### src/verilog/tpoc_pkg.sv
// Purpose: shared constants for the timer pulse output control block
// Assumes: APB register map with 32-bit aligned words, up to four channels
// Notes: offsets are byte addresses; field positions and codes live here
// Overview of operation
// - clear input low-drives reference until update
// - clear acts in compare/PWM, never forced
// - select bit picks dedicated or filtered trigger
// - full-duty reference returns at next overflow
// - modes and enables preloaded, moved together
// - commutation by software bit or trigger rise
// - commutation sets flag, interrupt, DMA request
// - single-pulse select stops counter at update
// - single-pulse clear keeps counter running repetitively
// - slave code 110 trigger, source 00110 ch2
// - trigger edge sets counter run enable
// - delay equals compare, width reload minus compare
// - mode 111 high on match, low at reload
// - fast enable jumps reference at trigger
// - retriggerable pulse starts at trigger, extends
// - slave code 1000, modes 1000/1001
// - four-bit mode fields stored split MSB
package tpoc_pkg;
  // register byte offsets
  localparam logic [7:0] TPOC_CTRL_OFS = 8'h00;
  localparam logic [7:0] TPOC_SMODE_OFS = 8'h04;
  localparam logic [7:0] TPOC_STATUS_OFS = 8'h08;
  localparam logic [7:0] TPOC_EVGEN_OFS = 8'h0c;
  localparam logic [7:0] TPOC_IEN_OFS = 8'h10;
  localparam logic [7:0] TPOC_CHMODE_OFS = 8'h14;
  localparam logic [7:0] TPOC_CHEN_OFS = 8'h18;
  localparam logic [7:0] TPOC_CR2_OFS = 8'h1c;
  localparam logic [7:0] TPOC_ARR_OFS = 8'h20;
  localparam logic [7:0] TPOC_CNT_OFS = 8'h24;
  localparam logic [7:0] TPOC_CCR0_OFS = 8'h28;
  localparam logic [7:0] TPOC_ACTIVE_OFS = 8'h38;
  // control fields
  localparam int TPOC_CEN_BIT = 0;
  localparam int TPOC_OPM_BIT = 3;
  localparam int TPOC_CMS_LSB = 5;
  // slave mode fields, mode code split over two places
  localparam int TPOC_SMS_LSB = 0;
  localparam int TPOC_CLEAR_SOURCE_SELECT_BIT = 3;
  localparam int TPOC_TS_LSB = 4;
  localparam int TPOC_ETF_LSB = 8;
  localparam int TPOC_EXT_TRIGGER_PRESCALER_LSB = 12;
  localparam int TPOC_ECE_BIT = 14;
  localparam int TPOC_ETP_BIT = 15;
  localparam int TPOC_SMS_MSB_BIT = 16;
  localparam int TPOC_TS_HI_LSB = 20;
  // status, event, enable and cr2 bits
  localparam int TPOC_COM_BIT = 5;
  localparam int TPOC_UG_BIT = 0;
  localparam int TPOC_PHASE_SWITCH_DMA_ENABLE_BIT = 13;
  localparam int TPOC_CCPC_BIT = 0;
  localparam int TPOC_CCUS_BIT = 2;
  // per-channel byte in the channel mode word
  localparam int TPOC_CH_STRIDE = 8;
  localparam int TPOC_FE_OFS = 3;
  localparam int TPOC_CE_OFS = 4;
  localparam int TPOC_MMSB_OFS = 5;
  // per-channel nibble in the enable word
  localparam int TPOC_EN_STRIDE = 4;
  localparam int TPOC_NEN_OFS = 2;
  // slave mode codes
  localparam logic [3:0] TPOC_SMS_RESET = 4'h4;
  localparam logic [3:0] TPOC_SMS_TRIGGER = 4'h6;
  localparam logic [3:0] TPOC_SMS_COMBINED = 4'h8;
  // trigger source codes
  localparam logic [4:0] TPOC_TS_CH2 = 5'h06;
  localparam logic [4:0] TPOC_TS_EXT = 5'h07;
  // reset values
  localparam logic [15:0] TPOC_ARR_RST = 16'hffff;
  // channel output mode codes
  typedef enum logic [3:0] {
    TPOC_OM_FROZEN = 4'b0000,
    TPOC_OM_ACT_MATCH = 4'b0001,
    TPOC_OM_INACT_MATCH = 4'b0010,
    TPOC_OM_TOGGLE = 4'b0011,
    TPOC_OM_FORCE_LOW = 4'b0100,
    TPOC_OM_FORCE_HIGH = 4'b0101,
    TPOC_OM_PWM1 = 4'b0110,
    TPOC_OM_PWM2 = 4'b0111,
    TPOC_OM_ROPM1 = 4'b1000,
    TPOC_OM_ROPM2 = 4'b1001
  } tpoc_mode_e;
endpackage : tpoc_pkg

### src/verilog/tpoc_chan_ref.sv
// Purpose: reference waveform of one timer channel
// Assumes: up-counting counter, pulses from the same clock domain
// Notes: reference output is registered
`timescale 1ns/10ps
`default_nettype none
module tpoc_chan_ref
  import tpoc_pkg::*;
#(
  parameter int CNT_W = 16
) (
  input wire logic clk_in,
  input wire logic rst_in,
  input wire logic [3:0] mode_in, // active output mode
  input wire logic fast_en_in, // fast output enable
  input wire logic clr_en_in, // ref_clear_enable
  input wire logic clr_in, // selected clear level, synchronised
  input wire logic run_in, // counter running
  input wire logic [CNT_W-1:0] cnt_in,
  input wire logic [CNT_W-1:0] ccr_in,
  input wire logic upd_in, // update_event pulse
  input wire logic trig_in, // trigger edge pulse
  output logic ref_out // channel_reference_wave
);
  logic ref_q; // registered reference
  logic oc_q; // compare-mode level
  logic clr_q; // clear latch
  logic fast_q; // fast enable jump in effect
  logic rop_q; // retriggerable pulse in progress
  // mode decode
  wire forced = (mode_in == TPOC_OM_FORCE_LOW) || (mode_in == TPOC_OM_FORCE_HIGH);
  wire is_pwm = (mode_in == TPOC_OM_PWM1) || (mode_in == TPOC_OM_PWM2);
  wire is_rop = (mode_in == TPOC_OM_ROPM1) || (mode_in == TPOC_OM_ROPM2);
  wire match = run_in && (cnt_in == ccr_in);
  wire below = cnt_in < ccr_in; // pwm1 active region
  // clear latch: forced modes ignore it, update releases it
  wire clr_set = clr_en_in && clr_in && !forced;
  wire clr_d = clr_set || (clr_q && !upd_in);
  // fast jump: taken at trigger, natural compare takes over at match
  wire fast_d = (trig_in && fast_en_in && is_pwm) || (fast_q && !upd_in && !match);
  // retriggerable pulse: trigger starts or extends, update ends
  wire rop_d = (trig_in && is_rop) || (rop_q && !upd_in);
  logic oc_d;
  logic raw;
  // compare-mode level on match
  always_comb begin
    oc_d = oc_q;
    if (match) begin
      case (mode_in)
        TPOC_OM_ACT_MATCH: oc_d = 1'b1; // set on match
        TPOC_OM_INACT_MATCH: oc_d = 1'b0; // clear on match
        TPOC_OM_TOGGLE: oc_d = !oc_q; // toggle on match
        default: oc_d = oc_q; // hold
      endcase
    end
  end
  // raw reference per mode before clearing
  always_comb begin
    case (mode_in)
      TPOC_OM_FORCE_LOW: raw = 1'b0; // forced inactive
      TPOC_OM_FORCE_HIGH: raw = 1'b1; // forced active
      TPOC_OM_PWM1: raw = fast_d ? 1'b0 : below;
      // pwm2 drops in the cycle the count sits at reload, so width is reload minus compare
      TPOC_OM_PWM2: raw = fast_d ? 1'b1 : (!below && !upd_in);
      TPOC_OM_ROPM1: raw = rop_d;
      TPOC_OM_ROPM2: raw = !rop_d; // inverted pulse
      default: raw = oc_d; // compare modes and frozen
    endcase
  end
  // state registers
  always_ff @(posedge clk_in) begin
    if (rst_in) begin
      ref_q <= 1'b0;
      oc_q <= 1'b0;
      clr_q <= 1'b0;
      fast_q <= 1'b0;
      rop_q <= 1'b0;
    end else begin
      ref_q <= raw && !clr_d;
      oc_q <= oc_d;
      clr_q <= clr_d;
      fast_q <= fast_d;
      rop_q <= rop_d;
    end
  end
  assign ref_out = ref_q;
endmodule : tpoc_chan_ref
`default_nettype wire

### src/verilog/tpoc_top.sv
// Purpose: timer channel output shaping with APB registers
// Assumes: up-counting edge-aligned counter, pins synchronised here
// Notes: no dead time; complementary output is the inverted reference
//
// The address map and the APB register port were left to the implementer.
`timescale 1ns/10ps
`default_nettype none
module tpoc_top
  import tpoc_pkg::*;
#(
  parameter int N_CH = 4, // channels, at most four
  parameter int CNT_W = 16 // counter width
) (
  input wire logic SYS_CLK_IN,
  input wire logic RST_IN,
  input wire logic PSEL_IN,
  input wire logic PENABLE_IN,
  input wire logic PWRITE_IN,
  input wire logic [7:0] PADDR_IN,
  input wire logic [31:0] PWDATA_IN,
  output logic [31:0] PRDATA_OUT,
  output logic PREADY_OUT,
  output logic PSLVERR_OUT,
  input wire logic CLEAR_IN, // dedicated clear input pin
  input wire logic EXT_TRIG_FILT_IN, // filtered_ext_trigger
  input wire logic CH2_FILT_IN, // ch2_filtered_input
  input wire logic [3:0] ITR_IN, // internal trigger sources
  output logic [N_CH-1:0] REF_OUT, // channel_reference_wave
  output logic [N_CH-1:0] CH_OUT, // main outputs
  output logic [N_CH-1:0] CHN_OUT, // complementary outputs
  output logic COM_IRQ_OUT, // commutation interrupt level
  output logic COM_DMA_OUT, // commutation dma request pulse
  output logic RUN_OUT // counter_run_enable
);
  // two-flop synchronisers for pins
  logic [6:0] sync1_q;
  logic [6:0] sync2_q;
  logic trg_prev_q; // selected trigger, last cycle
  // control state
  logic cen_q; // counter_run_enable
  logic opm_q; // single_pulse_select
  logic [1:0] cms_q; // center_align_select, stored only
  logic [3:0] sms_q; // slave_mode_select
  logic clear_source_select_q; // clear_source_select
  logic [4:0] ts_q; // trigger_source_select
  logic [3:0] etf_q; // ext_trigger_filter, stored only
  logic [1:0] ext_trigger_prescaler_q; // ext_trigger_prescaler, stored only
  logic ece_q; // ext_clock_mode2_enable, stored only
  logic etp_q; // ext_trigger_polarity, stored only
  logic com_flag_q; // phase_switch_flag
  logic com_ie_q; // phase_switch_irq_enable
  logic com_de_q; // phase_switch_dma_enable
  logic ccpc_q; // preload of modes and enables on
  logic ccus_q; // trigger rise may commutate
  logic [CNT_W-1:0] arr_q; // auto_reload_value
  logic [CNT_W-1:0] cnt_q; // counter_value
  logic [CNT_W-1:0] ccr_q [N_CH]; // compare_value per channel
  // preloaded and active copies of the channel modes and enables; fast and clear enables have one copy
  logic [3:0] pre_mode_q [N_CH];
  logic [3:0] act_mode_q [N_CH];
  logic [N_CH-1:0] fe_q; // fast_output_enable
  logic [N_CH-1:0] ce_q; // ref_clear_enable
  logic [N_CH-1:0] pre_en_q; // channel_output_enable, preload
  logic [N_CH-1:0] pre_nen_q; // complementary_output_enable, preload
  logic [N_CH-1:0] act_en_q;
  logic [N_CH-1:0] act_nen_q;
  // bus and output flops
  logic pready_q;
  logic pslverr_q;
  logic [31:0] prdata_q;
  logic irq_q;
  logic dma_q;
  logic [N_CH-1:0] ch_q;
  logic [N_CH-1:0] chn_q;
  wire [N_CH-1:0] ref_w;

  // word-address match helper
  function automatic logic hit(input logic [7:0] a, input logic [7:0] ofs);
    hit = (a[7:2] == ofs[7:2]);
  endfunction : hit

  // synchronised pin levels
  wire clr_pin_s = sync2_q[0];
  wire etr_s = sync2_q[1];
  wire ch2_s = sync2_q[2];
  wire [3:0] itr_s = sync2_q[6:3];
  // clear source selection
  wire clr_sel = clear_source_select_q ? etr_s : clr_pin_s;
  // trigger source selection, ch2 filtered at 00110
  wire trg_sel = (ts_q == TPOC_TS_CH2) ? ch2_s :
                 (ts_q == TPOC_TS_EXT) ? etr_s :
                 (ts_q[4:2] == 3'b000) ? itr_s[ts_q[1:0]] : 1'b0;
  wire trig_edge = trg_sel && !trg_prev_q;
  // slave mode decode
  wire sm_trig = (sms_q == TPOC_SMS_TRIGGER);
  wire sm_reset = (sms_q == TPOC_SMS_RESET);
  wire sm_comb = (sms_q == TPOC_SMS_COMBINED);
  wire hw_start = trig_edge && (sm_trig || sm_comb);
  wire hw_restart = trig_edge && (sm_reset || sm_comb);

  // bus decode
  wire setup = PSEL_IN && !PENABLE_IN;
  wire access = PSEL_IN && PENABLE_IN && pready_q;
  wire [7:0] ccr_end = TPOC_CCR0_OFS + 8'(4 * N_CH);
  wire is_ccr = (PADDR_IN >= TPOC_CCR0_OFS) && (PADDR_IN < ccr_end);
  wire [1:0] ccr_idx = 2'((PADDR_IN - TPOC_CCR0_OFS) >> 2);
  wire mapped = hit(PADDR_IN, TPOC_CTRL_OFS) || hit(PADDR_IN, TPOC_SMODE_OFS) ||
                hit(PADDR_IN, TPOC_STATUS_OFS) || hit(PADDR_IN, TPOC_EVGEN_OFS) ||
                hit(PADDR_IN, TPOC_IEN_OFS) || hit(PADDR_IN, TPOC_CHMODE_OFS) ||
                hit(PADDR_IN, TPOC_CHEN_OFS) || hit(PADDR_IN, TPOC_CR2_OFS) ||
                hit(PADDR_IN, TPOC_ARR_OFS) || hit(PADDR_IN, TPOC_CNT_OFS) ||
                hit(PADDR_IN, TPOC_ACTIVE_OFS) || is_ccr;
  wire wr = access && PWRITE_IN && !pslverr_q;
  wire wr_ctrl = wr && hit(PADDR_IN, TPOC_CTRL_OFS);
  wire wr_smode = wr && hit(PADDR_IN, TPOC_SMODE_OFS);
  wire wr_status = wr && hit(PADDR_IN, TPOC_STATUS_OFS);
  wire wr_evgen = wr && hit(PADDR_IN, TPOC_EVGEN_OFS);
  wire wr_ien = wr && hit(PADDR_IN, TPOC_IEN_OFS);
  wire wr_chmode = wr && hit(PADDR_IN, TPOC_CHMODE_OFS);
  wire wr_chen = wr && hit(PADDR_IN, TPOC_CHEN_OFS);
  wire wr_cr2 = wr && hit(PADDR_IN, TPOC_CR2_OFS);
  wire wr_arr = wr && hit(PADDR_IN, TPOC_ARR_OFS);
  wire wr_cnt = wr && hit(PADDR_IN, TPOC_CNT_OFS);
  wire wr_ccr = wr && is_ccr;

  // events
  wire ug_evt = wr_evgen && PWDATA_IN[TPOC_UG_BIT];
  wire overflow = cen_q && (cnt_q == arr_q);
  wire upd = overflow || ug_evt || hw_restart; // update_event
  wire com_evt = (wr_evgen && PWDATA_IN[TPOC_COM_BIT]) || (ccus_q && trig_edge);
  wire com_clr = wr_status && !PWDATA_IN[TPOC_COM_BIT];
  wire com_flag_d = com_evt || (com_flag_q && !com_clr);
  wire xfer = com_evt || !ccpc_q;

  // packed views of the channel configuration
  logic [31:0] chmode_word;
  logic [31:0] chen_word;
  logic [31:0] active_word;
  always_comb begin
    chmode_word = 32'h0;
    chen_word = 32'h0;
    active_word = 32'h0;
    for (int i = 0; i < N_CH; i++) begin
      chmode_word[i*TPOC_CH_STRIDE +: 3] = pre_mode_q[i][2:0];
      chmode_word[i*TPOC_CH_STRIDE + TPOC_FE_OFS] = fe_q[i];
      chmode_word[i*TPOC_CH_STRIDE + TPOC_CE_OFS] = ce_q[i];
      chmode_word[i*TPOC_CH_STRIDE + TPOC_MMSB_OFS] = pre_mode_q[i][3];
      chen_word[i*TPOC_EN_STRIDE] = pre_en_q[i];
      chen_word[i*TPOC_EN_STRIDE + TPOC_NEN_OFS] = pre_nen_q[i];
      active_word[i*TPOC_CH_STRIDE +: 4] = act_mode_q[i];
      active_word[i*TPOC_CH_STRIDE + 4] = act_en_q[i];
      active_word[i*TPOC_CH_STRIDE + 5] = act_nen_q[i];
      active_word[i*TPOC_CH_STRIDE + 6] = ref_w[i];
    end
  end

  // read data selection
  wire [31:0] ctrl_word = {25'h0, cms_q, 1'b0, opm_q, 2'b00, cen_q};
  wire [31:0] smode_word = {10'h0, ts_q[4:3], 3'h0, sms_q[3], etp_q, ece_q, ext_trigger_prescaler_q,
                            etf_q, 1'b0, ts_q[2:0], clear_source_select_q, sms_q[2:0]};
  wire [31:0] status_word = 32'(com_flag_q) << TPOC_COM_BIT;
  wire [31:0] ien_word = (32'(com_ie_q) << TPOC_COM_BIT) | (32'(com_de_q) << TPOC_PHASE_SWITCH_DMA_ENABLE_BIT);
  wire [31:0] cr2_word = (32'(ccpc_q) << TPOC_CCPC_BIT) | (32'(ccus_q) << TPOC_CCUS_BIT);
  wire [31:0] rdata =
    hit(PADDR_IN, TPOC_CTRL_OFS) ? ctrl_word :
    hit(PADDR_IN, TPOC_SMODE_OFS) ? smode_word :
    hit(PADDR_IN, TPOC_STATUS_OFS) ? status_word :
    hit(PADDR_IN, TPOC_IEN_OFS) ? ien_word :
    hit(PADDR_IN, TPOC_CHMODE_OFS) ? chmode_word :
    hit(PADDR_IN, TPOC_CHEN_OFS) ? chen_word :
    hit(PADDR_IN, TPOC_CR2_OFS) ? cr2_word :
    hit(PADDR_IN, TPOC_ARR_OFS) ? 32'(arr_q) :
    hit(PADDR_IN, TPOC_CNT_OFS) ? 32'(cnt_q) :
    hit(PADDR_IN, TPOC_ACTIVE_OFS) ? active_word :
    is_ccr ? 32'(ccr_q[ccr_idx]) : 32'h0; // event register reads zero

  // apb slave: answer decided in setup, pready in the access cycle
  always_ff @(posedge SYS_CLK_IN) begin
    if (RST_IN) begin
      pready_q <= 1'b0;
      pslverr_q <= 1'b0;
      prdata_q <= 32'h0;
    end else begin
      pready_q <= setup;
      pslverr_q <= setup && !mapped;
      prdata_q <= (setup && !PWRITE_IN && mapped) ? rdata : 32'h0;
    end
  end

  // pin synchronisers and trigger history
  always_ff @(posedge SYS_CLK_IN) begin
    if (RST_IN) begin
      sync1_q <= 7'h00;
      sync2_q <= 7'h00;
      trg_prev_q <= 1'b0;
    end else begin
      sync1_q <= {ITR_IN, CH2_FILT_IN, EXT_TRIG_FILT_IN, CLEAR_IN};
      sync2_q <= sync1_q;
      trg_prev_q <= trg_sel;
    end
  end

  // counter run enable: trigger start wins over stop and write
  always_ff @(posedge SYS_CLK_IN) begin
    if (RST_IN) begin
      cen_q <= 1'b0;
    end else if (hw_start) begin
      cen_q <= 1'b1;
    end else if (overflow && opm_q) begin
      cen_q <= 1'b0;
    end else if (wr_ctrl) begin
      cen_q <= PWDATA_IN[TPOC_CEN_BIT];
    end
  end

  // counter: wraps at reload, restarted by software update or by a reset-mode or combined-mode trigger
  always_ff @(posedge SYS_CLK_IN) begin
    if (RST_IN) begin
      cnt_q <= '0;
    end else if (ug_evt || hw_restart) begin
      cnt_q <= '0;
    end else if (wr_cnt) begin
      cnt_q <= PWDATA_IN[CNT_W-1:0];
    end else if (overflow) begin
      cnt_q <= '0;
    end else if (cen_q) begin
      cnt_q <= cnt_q + 1'b1;
    end
  end

  // control and slave mode registers
  always_ff @(posedge SYS_CLK_IN) begin
    if (RST_IN) begin
      opm_q <= 1'b0;
      cms_q <= 2'b00;
      {sms_q, clear_source_select_q, ts_q, etf_q, ext_trigger_prescaler_q, ece_q, etp_q} <= '0;
    end else begin
      if (wr_ctrl) begin
        opm_q <= PWDATA_IN[TPOC_OPM_BIT];
        cms_q <= PWDATA_IN[TPOC_CMS_LSB +: 2];
      end
      if (wr_smode) begin
        sms_q <= {PWDATA_IN[TPOC_SMS_MSB_BIT], PWDATA_IN[TPOC_SMS_LSB +: 3]};
        clear_source_select_q <= PWDATA_IN[TPOC_CLEAR_SOURCE_SELECT_BIT];
        ts_q <= {PWDATA_IN[TPOC_TS_HI_LSB +: 2], PWDATA_IN[TPOC_TS_LSB +: 3]};
        etf_q <= PWDATA_IN[TPOC_ETF_LSB +: 4];
        ext_trigger_prescaler_q <= PWDATA_IN[TPOC_EXT_TRIGGER_PRESCALER_LSB +: 2];
        ece_q <= PWDATA_IN[TPOC_ECE_BIT];
        etp_q <= PWDATA_IN[TPOC_ETP_BIT];
      end
    end
  end

  // commutation flag, enables and outputs
  always_ff @(posedge SYS_CLK_IN) begin
    if (RST_IN) begin
      com_flag_q <= 1'b0;
      {com_ie_q, com_de_q, ccpc_q, ccus_q} <= 4'h0;
      irq_q <= 1'b0;
      dma_q <= 1'b0;
    end else begin
      com_flag_q <= com_flag_d;
      if (wr_ien) begin
        com_ie_q <= PWDATA_IN[TPOC_COM_BIT];
        com_de_q <= PWDATA_IN[TPOC_PHASE_SWITCH_DMA_ENABLE_BIT];
      end
      if (wr_cr2) begin
        ccpc_q <= PWDATA_IN[TPOC_CCPC_BIT];
        ccus_q <= PWDATA_IN[TPOC_CCUS_BIT];
      end
      irq_q <= com_flag_d && com_ie_q;
      dma_q <= com_evt && com_de_q;
    end
  end

  // reload, compare and channel configuration
  always_ff @(posedge SYS_CLK_IN) begin
    if (RST_IN) begin
      arr_q <= CNT_W'(TPOC_ARR_RST);
      for (int i = 0; i < N_CH; i++) begin
        ccr_q[i] <= '0;
        pre_mode_q[i] <= 4'h0;
        act_mode_q[i] <= 4'h0;
      end
      {fe_q, ce_q, pre_en_q, pre_nen_q, act_en_q, act_nen_q} <= '0;
    end else begin
      if (wr_arr) arr_q <= PWDATA_IN[CNT_W-1:0];
      if (wr_ccr) ccr_q[ccr_idx] <= PWDATA_IN[CNT_W-1:0];
      for (int i = 0; i < N_CH; i++) begin
        if (wr_chmode) begin
          pre_mode_q[i] <= {PWDATA_IN[i*TPOC_CH_STRIDE + TPOC_MMSB_OFS],
                            PWDATA_IN[i*TPOC_CH_STRIDE +: 3]};
          fe_q[i] <= PWDATA_IN[i*TPOC_CH_STRIDE + TPOC_FE_OFS];
          ce_q[i] <= PWDATA_IN[i*TPOC_CH_STRIDE + TPOC_CE_OFS];
        end
        if (wr_chen) begin
          pre_en_q[i] <= PWDATA_IN[i*TPOC_EN_STRIDE];
          pre_nen_q[i] <= PWDATA_IN[i*TPOC_EN_STRIDE + TPOC_NEN_OFS];
        end
        if (xfer) begin
          act_mode_q[i] <= pre_mode_q[i];
          act_en_q[i] <= pre_en_q[i];
          act_nen_q[i] <= pre_nen_q[i];
        end
      end
    end
  end

  // per-channel reference generators
  for (genvar g = 0; g < N_CH; g++) begin : g_ch
    tpoc_chan_ref #(.CNT_W(CNT_W)) u_ref (
      .clk_in(SYS_CLK_IN),
      .rst_in(RST_IN),
      .mode_in(act_mode_q[g]),
      .fast_en_in(fe_q[g]),
      .clr_en_in(ce_q[g]),
      .clr_in(clr_sel),
      .run_in(cen_q),
      .cnt_in(cnt_q),
      .ccr_in(ccr_q[g]),
      .upd_in(upd),
      .trig_in(trig_edge),
      .ref_out(ref_w[g])
    );
  end

  // gated channel outputs from the active enables
  always_ff @(posedge SYS_CLK_IN) begin
    if (RST_IN) begin
      ch_q <= '0;
      chn_q <= '0;
    end else begin
      ch_q <= act_en_q & ref_w;
      chn_q <= act_nen_q & ~ref_w;
    end
  end

  assign PRDATA_OUT = prdata_q;
  assign PREADY_OUT = pready_q;
  assign PSLVERR_OUT = pslverr_q;
  assign REF_OUT = ref_w;
  assign CH_OUT = ch_q;
  assign CHN_OUT = chn_q;
  assign COM_IRQ_OUT = irq_q;
  assign COM_DMA_OUT = dma_q;
  assign RUN_OUT = cen_q;
endmodule : tpoc_top
`default_nettype wire
### config.mk
export PLATFORM = sky130hd
export DESIGN_NAME = tpoc_top
export DESIGN_NICKNAME = d
export VERILOG_FILES = /design/src/verilog/tpoc_pkg.sv /design/src/verilog/tpoc_chan_ref.sv /design/src/verilog/tpoc_top.sv
export SDC_FILE = /design/constraint.sdc
export NUM_CORES = 1
export LEC_CHECK = 0
export BUFFER_PORTS_ARGS = -buffer_cell sky130_fd_sc_hd__buf_4
export CAP_MARGIN = 10
export CELL_PAD_IN_SITES_DETAIL_PLACEMENT = 0
export CELL_PAD_IN_SITES_GLOBAL_PLACEMENT = 1
export CORE_MARGIN = 4
export CORE_UTILIZATION = 40
export CTS_BUF_LIST = sky130_fd_sc_hd__clkbuf_4 sky130_fd_sc_hd__clkbuf_8 sky130_fd_sc_hd__clkbuf_16
export DETAILED_ROUTE_END_ITERATION = 7
export PLACE_DENSITY = 0.74
export SYNTH_ARGS = -nofsm -noshare
export SYNTH_HDL_FRONTEND = slang
export SYNTH_SLANG_ARGS = --single-unit
### constraint.sdc
create_clock -name SYS_CLK_IN -period 4.1 [get_ports SYS_CLK_IN]
set_clock_uncertainty 0.2 [all_clocks]
set_input_delay 1.23 -clock SYS_CLK_IN [delete_from_list [all_inputs] [get_ports SYS_CLK_IN]]
set_output_delay 1.23 -clock SYS_CLK_IN [all_outputs]
set_load 0.01 [all_outputs]
-- Yosys cells after proc, flatten, opt, wreduce, memory -nomap -nowiden
Memory sizes are Yosys's and may differ from the RTL's.
Index checks and enable logic that the tools add are counted.
- register bits: 161
- bits in latches: 0
- bits in writable memories: 96
- ROM bits: 0
- bits of input ports: 52
- output and inout port bits: 49
- memories: 3
- $add $sub $neg: 2
- multipliers: 0
- div/mod/pow operators: 0
- order comparisons: 7
- eq/ne operators: 56
- shift operators: 0
- muxes and demuxes: 65
- bitwise logic cells: 14
- reduce and logical (&&, ||, !) cells: 165
- memory list (name ; words ; bits a word ; rd ports ; clocked after memory_dff ; wr ports ; RTL line ; source):
    ccr_q ; 4 ; 16 ; 5 ; 0 ; 4 ; tpoc_top.sv:57 ; logic [CNT_W-1:0] ccr_q [N_CH];
    act_mode_q ; 4 ; 4 ; 4 ; 0 ; 4 ; tpoc_top.sv:60 ; logic [3:0] act_mode_q [N_CH];
    pre_mode_q ; 4 ; 4 ; 4 ; 0 ; 4 ; tpoc_top.sv:59 ; logic [3:0] pre_mode_q [N_CH];
- operators with widths (operator ; number):
    $mux W31 ; 7
    $eq A16 B16 Y1 ; 5
    $logic_and A1 B1 Y1 ; 80
    $mux W16 ; 5
    $eq A4 B3 Y1 const B ; 18
    $lt A16 B16 Y1 ; 4
    $mux W22 ; 2
    $logic_or A1 B1 Y1 ; 43
    $eq A4 B4 Y1 const B ; 9
    $logic_not A1 Y1 ; 33
    $eq A4 B2 Y1 const B ; 8
    $mux W1 ; 32
    $mux W4 ; 8
    $eq A6 B3 Y1 const B ; 4
    $pmux W1 S6 ; 4
    $eq A6 B4 Y1 const B ; 3
    $add A16 B1 Y16 const B ; 1
    $eq A4 B1 Y1 const B ; 4
    $reduce_or A16 Y1 ; 1
    $or A6 B14 Y14 ; 1
    $eq A6 B2 Y1 const B ; 2
    $pmux W1 S3 ; 4
    $eq A5 B3 Y1 const B ; 2
    $and A4 B4 Y4 ; 2
    18 further kinds ; 27

-- Longest topological paths before layout
- depth in word-level cells: 15
- depth in mapped cells: 11

-- By module
Synthesis repeated with hierarchy kept, for this count alone.
- cell total of the unflattened synthesis: 1330
- area total of the unflattened synthesis: 13136.3 um^2
- by module, submodules not included (module ; times used ; cells each ; area each (um^2) ; seq. area each (um^2)):
    tpoc_top ; 1 ; 950 ; 10218.6 ; 5685.5
    tpoc_chan_ref ; 4 ; 95 ; 729.4 ; 100.1

-- Least setup slack after synthesis
Ideal clock, no wire load.
- path type: in2reg
- start point: input port PWRITE_IN
- end point: memory ccr_q[0][0], enable pin
- arrival time: 2.937 ns
- data required time: 3.528 ns
- slack: 0.591 ns
- stages on the path: 6
- path buffers: 1
- path through: nand4_1 > or2_1 > nor4_1 > buf_1 > nand2_1 > nand2_1
- RTL lines (what ; RTL line ; source):
    start: declaration ; tpoc_top.sv:18 ; input wire logic PWRITE_IN,
    end: declaration ; tpoc_top.sv:57 ;

-- Worst setup path after layout
- start point: register cnt_q[14]
- end point: register g_ch[3].u_ref.ref_q
- longest elaborated chain between the ends: 11
- elaborated cells between the ends (all ways): 25
- classes of those cells: 1 x order compare; 2 x eq/ne; 4 x mux; 18 x reduce/logical
- ends and longest elaborated chain (what ; RTL line ; source):
    start: declaration ; tpoc_top.sv:56 ; logic [CNT_W-1:0] cnt_q;
    start signal: assignment ; tpoc_top.sv:223 ; cnt_q <= PWDATA_IN[CNT_W-1:0];
    start signal: assignment ; tpoc_top.sv:227 ; cnt_q <= cnt_q + 1'b1;
    branches (longest 10 deep; another with $lt A16 B16 Y1) ; n/a ;
    $logic_and A1 B1 Y1 * ; tpoc_chan_ref.sv:78 ; ref_q <= raw && !clr_d;
    end signal: assignment ; tpoc_chan_ref.sv:78 ;
    end: declaration ; tpoc_chan_ref.sv:24 ; logic ref_q;
Mark *: on every way between the ends.
A chain may end at the register's enable or synchronous reset.

==> flow_metrics.env <==
export IMPL_status="finished clean"
export IMPL_antenna_found_initial=0
export IMPL_die_w_um=188
export IMPL_synth_warnings=0
export IMPL_dr_max_layer_used="met4"
export IMPL_ant_nets=0
export IMPL_grt_use_total_pct=23.4
export IMPL_cts_made_buffers=28
export IMPL_critical_path_top_delay_family="simple AND/OR/NAND/NOR gates"
export IMPL_antenna_cells=0
export IMPL_synthCells=1379
export IMPL_wl_mm=42.7
export IMPL_fp_coreArea_um2=31700
export IMPL_period_needed_ps=3300
export IMPL_cts_resized=0
export IMPL_synth_avg_cell_area_um2=9.37
export IMPL_crit_type="flop to flop"
export IMPL_yosysUniqueCellTypes=79
export IMPL_worst_hold_path_type="flop to flop"
export IMPL_drc_errors=0
export IMPL_drt_iter0_markers=1111
export IMPL_grt_pass1_vias=10400
export IMPL_synthFlopType="dfxtp_1"
export IMPL_drive_gt1_share_pct=15.5
export IMPL_rows=65
export IMPL_clk_pin_slew_ps=60
export IMPL_relSlewSlack_pct=18.8
export IMPL_setup_tns_ps=0
export IMPL_whs_ps=233
export IMPL_grt_pass1_wl_mm=64.5
export IMPL_cp_end_kind="flop"
export IMPL_ys_seq_area_share_pct=47.1
export IMPL_vias=11100
export IMPL_root_buffer="clkbuf_16"
export IMPL_synth_edf_count=96
export IMPL_critPathBufInv=0
export IMPL_die_h_um=188
export IMPL_critical_path_arrival_ps=3610
export IMPL_min_period_over_period_pct=80.5
export IMPL_final_common_cell="nand2_1"
export IMPL_place_hpwl_mm=30.9
export IMPL_grt_overflow_total=0
export IMPL_wl_met1_mm=19.6
export IMPL_cts_hold_fix_buffers=0
export IMPL_io_pins=101
export IMPL_synth_area_um2=12900
export IMPL_peakVddDrop_mv=0.299
export IMPL_start_util_pct=40.8
export IMPL_slowest_stage="or4_1"
export IMPL_p_per_area_nw_per_um2=375
export IMPL_wl_met3_mm=3.20
export IMPL_setup_viol=0
export IMPL_clock_sinks=256
export IMPL_htreeDepth=1
export IMPL_grt_start_max_net_pins=63
export IMPL_drt_first_pass_iters=7
export IMPL_finalHoldViolCount=0
export IMPL_ys_ff_latch=256
export IMPL_max_stage_delay_ps=730
export IMPL_maxCapViolCount=0
export IMPL_worst_pin_slew_ps=1210
export IMPL_rsz0062_at_grt="no"
export IMPL_vias_per_cell=5.81
export IMPL_wl_per_cell_um=22.5
export IMPL_worst_skew_pair_late_latency_ps=570
export IMPL_route_met2_wl_mm=19.1
export IMPL_fmax_mhz=303
export IMPL_clock_path_buffers=3
export IMPL_worstSetupStartpointType="flop"
export IMPL_post_cts_repair_setup_buffers=0
export IMPL_synth_async_reset_ratio_pct=0
export IMPL_cts_tree="built"
export IMPL_mostFrequentLayoutCells="nand2_1, dfxtp_1, buf_4, nor2_1, edfxtp_1"
export IMPL_syn2layout_area_growth_pct=18.0
export IMPL_io_buffers=92
export IMPL_p_leak_uw=0.00621
export IMPL_slew_violations=0
export IMPL_place_gp_congestion=0.905
export IMPL_dieArea_um2=35300
export IMPL_fin_nets=1595
export IMPL_cp_max_fo=8
export IMPL_worstPathRequired_ps=4410
export IMPL_crit_chain="ha_1 -> nand4_1 -> or4_1 -> or3_4 -> nand2_1 -> o31ai_1 -> or3_1 -> a21boi_1 -> o211a_1"
[path summary, 6_finish.rpt]
check,start,endpoint,slack [ps],depth (start not counted)
worst max-delay path,cnt_q[14],g_ch[3].u_ref.ref_out,800,9
worst min-delay path,sync1_q[2],sync2_q[2],230,1
worst max register to register,cnt_q[14],g_ch[3].u_ref.ref_out,800,9
worst min register to register,sync1_q[2],sync2_q[2],230,1
[metal layers]
metal | vias up | GRT usage [%]
li1 | 5148 | -
met1 | 5415 | 34.5
met2 | 428 | 36.9
met3 | 64 | 3.20
met4 | 0 | 5.22
met5 | - | 0
[state kept, by name (all words and copies together) (netlist names), 5 cells and up]
name	count
ccr_q	64
PRDATA_OUT	30
act_mode_q	16
arr_q	16
cnt_q	16
pre_mode_q	16
sync1_q	7
sync2_q	7
ts_q	5
[synth_stat cells (all sizes together) (3+ instances only)]
library cell  count  area [um^2]
a211oi            6         45.0
a21boi            5         37.5
a21o              8         60.1
a21oi            94          470
a221oi           16          140
a22o             14          123
a22oi            27          203
a31oi             7         43.8
a32oi             8         70.1
and2             32          200
and3             59          369
buf              22          140
clkbuf           57          215
dfxtp           160         3200
edfxtp           96         2880
ha               65          813
inv              81          304
mux2              3         33.8
mux2i             6         60.1
mux4             17          383
nand2           187          704
nand2b            4         25.0
nand3            54          275
nand3b            3         22.5
nand4            25          156
nor2            115          444
nor2b            28          175
nor3             25          130
nor3b            11         87.6
nor4              8         86.3
o211ai            9         67.6
o21ai            33          169
o221ai            7         61.3
o22ai            14         87.6
o31ai             8         60.1
or3               7         48.8
xnor2            21          184
xor2             10         87.6
[final cells by class]
class / instances / area, um^2
clock inverters: 14 / 173
repair buffers: 147 / 1150
inverters: 81 / 304
well taps: 402 / 503
fillers: 2977 / 16500
clock buffers: 38 / 836
flip-flops and latches: 256 / 6090
multi-input cells: 964 / 6200
[cells by family (layout without fill, tap and decap cells)]
logic type	after synthesis	in the layout	synth area share (%)
simple gates	565	565	21.5
buf+inv	160	280	5.10
fa+ha+maj	65	65	6.29
flops	256	256	47.1
xor+xnor	31	31	2.10
mux	26	26	3.69
other cells	1	2	0.0290
compound gates	275	275	14.2
[power breakdown]
part	switching, uW	total, uW	internal [uW]
logic	219	336	117
clock network	1070	2690	1620
registers	26.3	2690	2670
[through the flow]
step                instance area (um^2)  power (uW)  std cells  worst slack, ps  utilization (%)
floorplan                          12900        2900       1380              591                -
global placement                   14300        3080       1850              404             44.9
detailed placement                 14300        3080       1850              399             44.9
CTS                                15300        5740       1902              794             48.1
global route                       15300        5890       1902              628             48.1
finish                             15300        5720       1902              800             48.1
No activity file was read; power rests on OpenSTA's default activity.
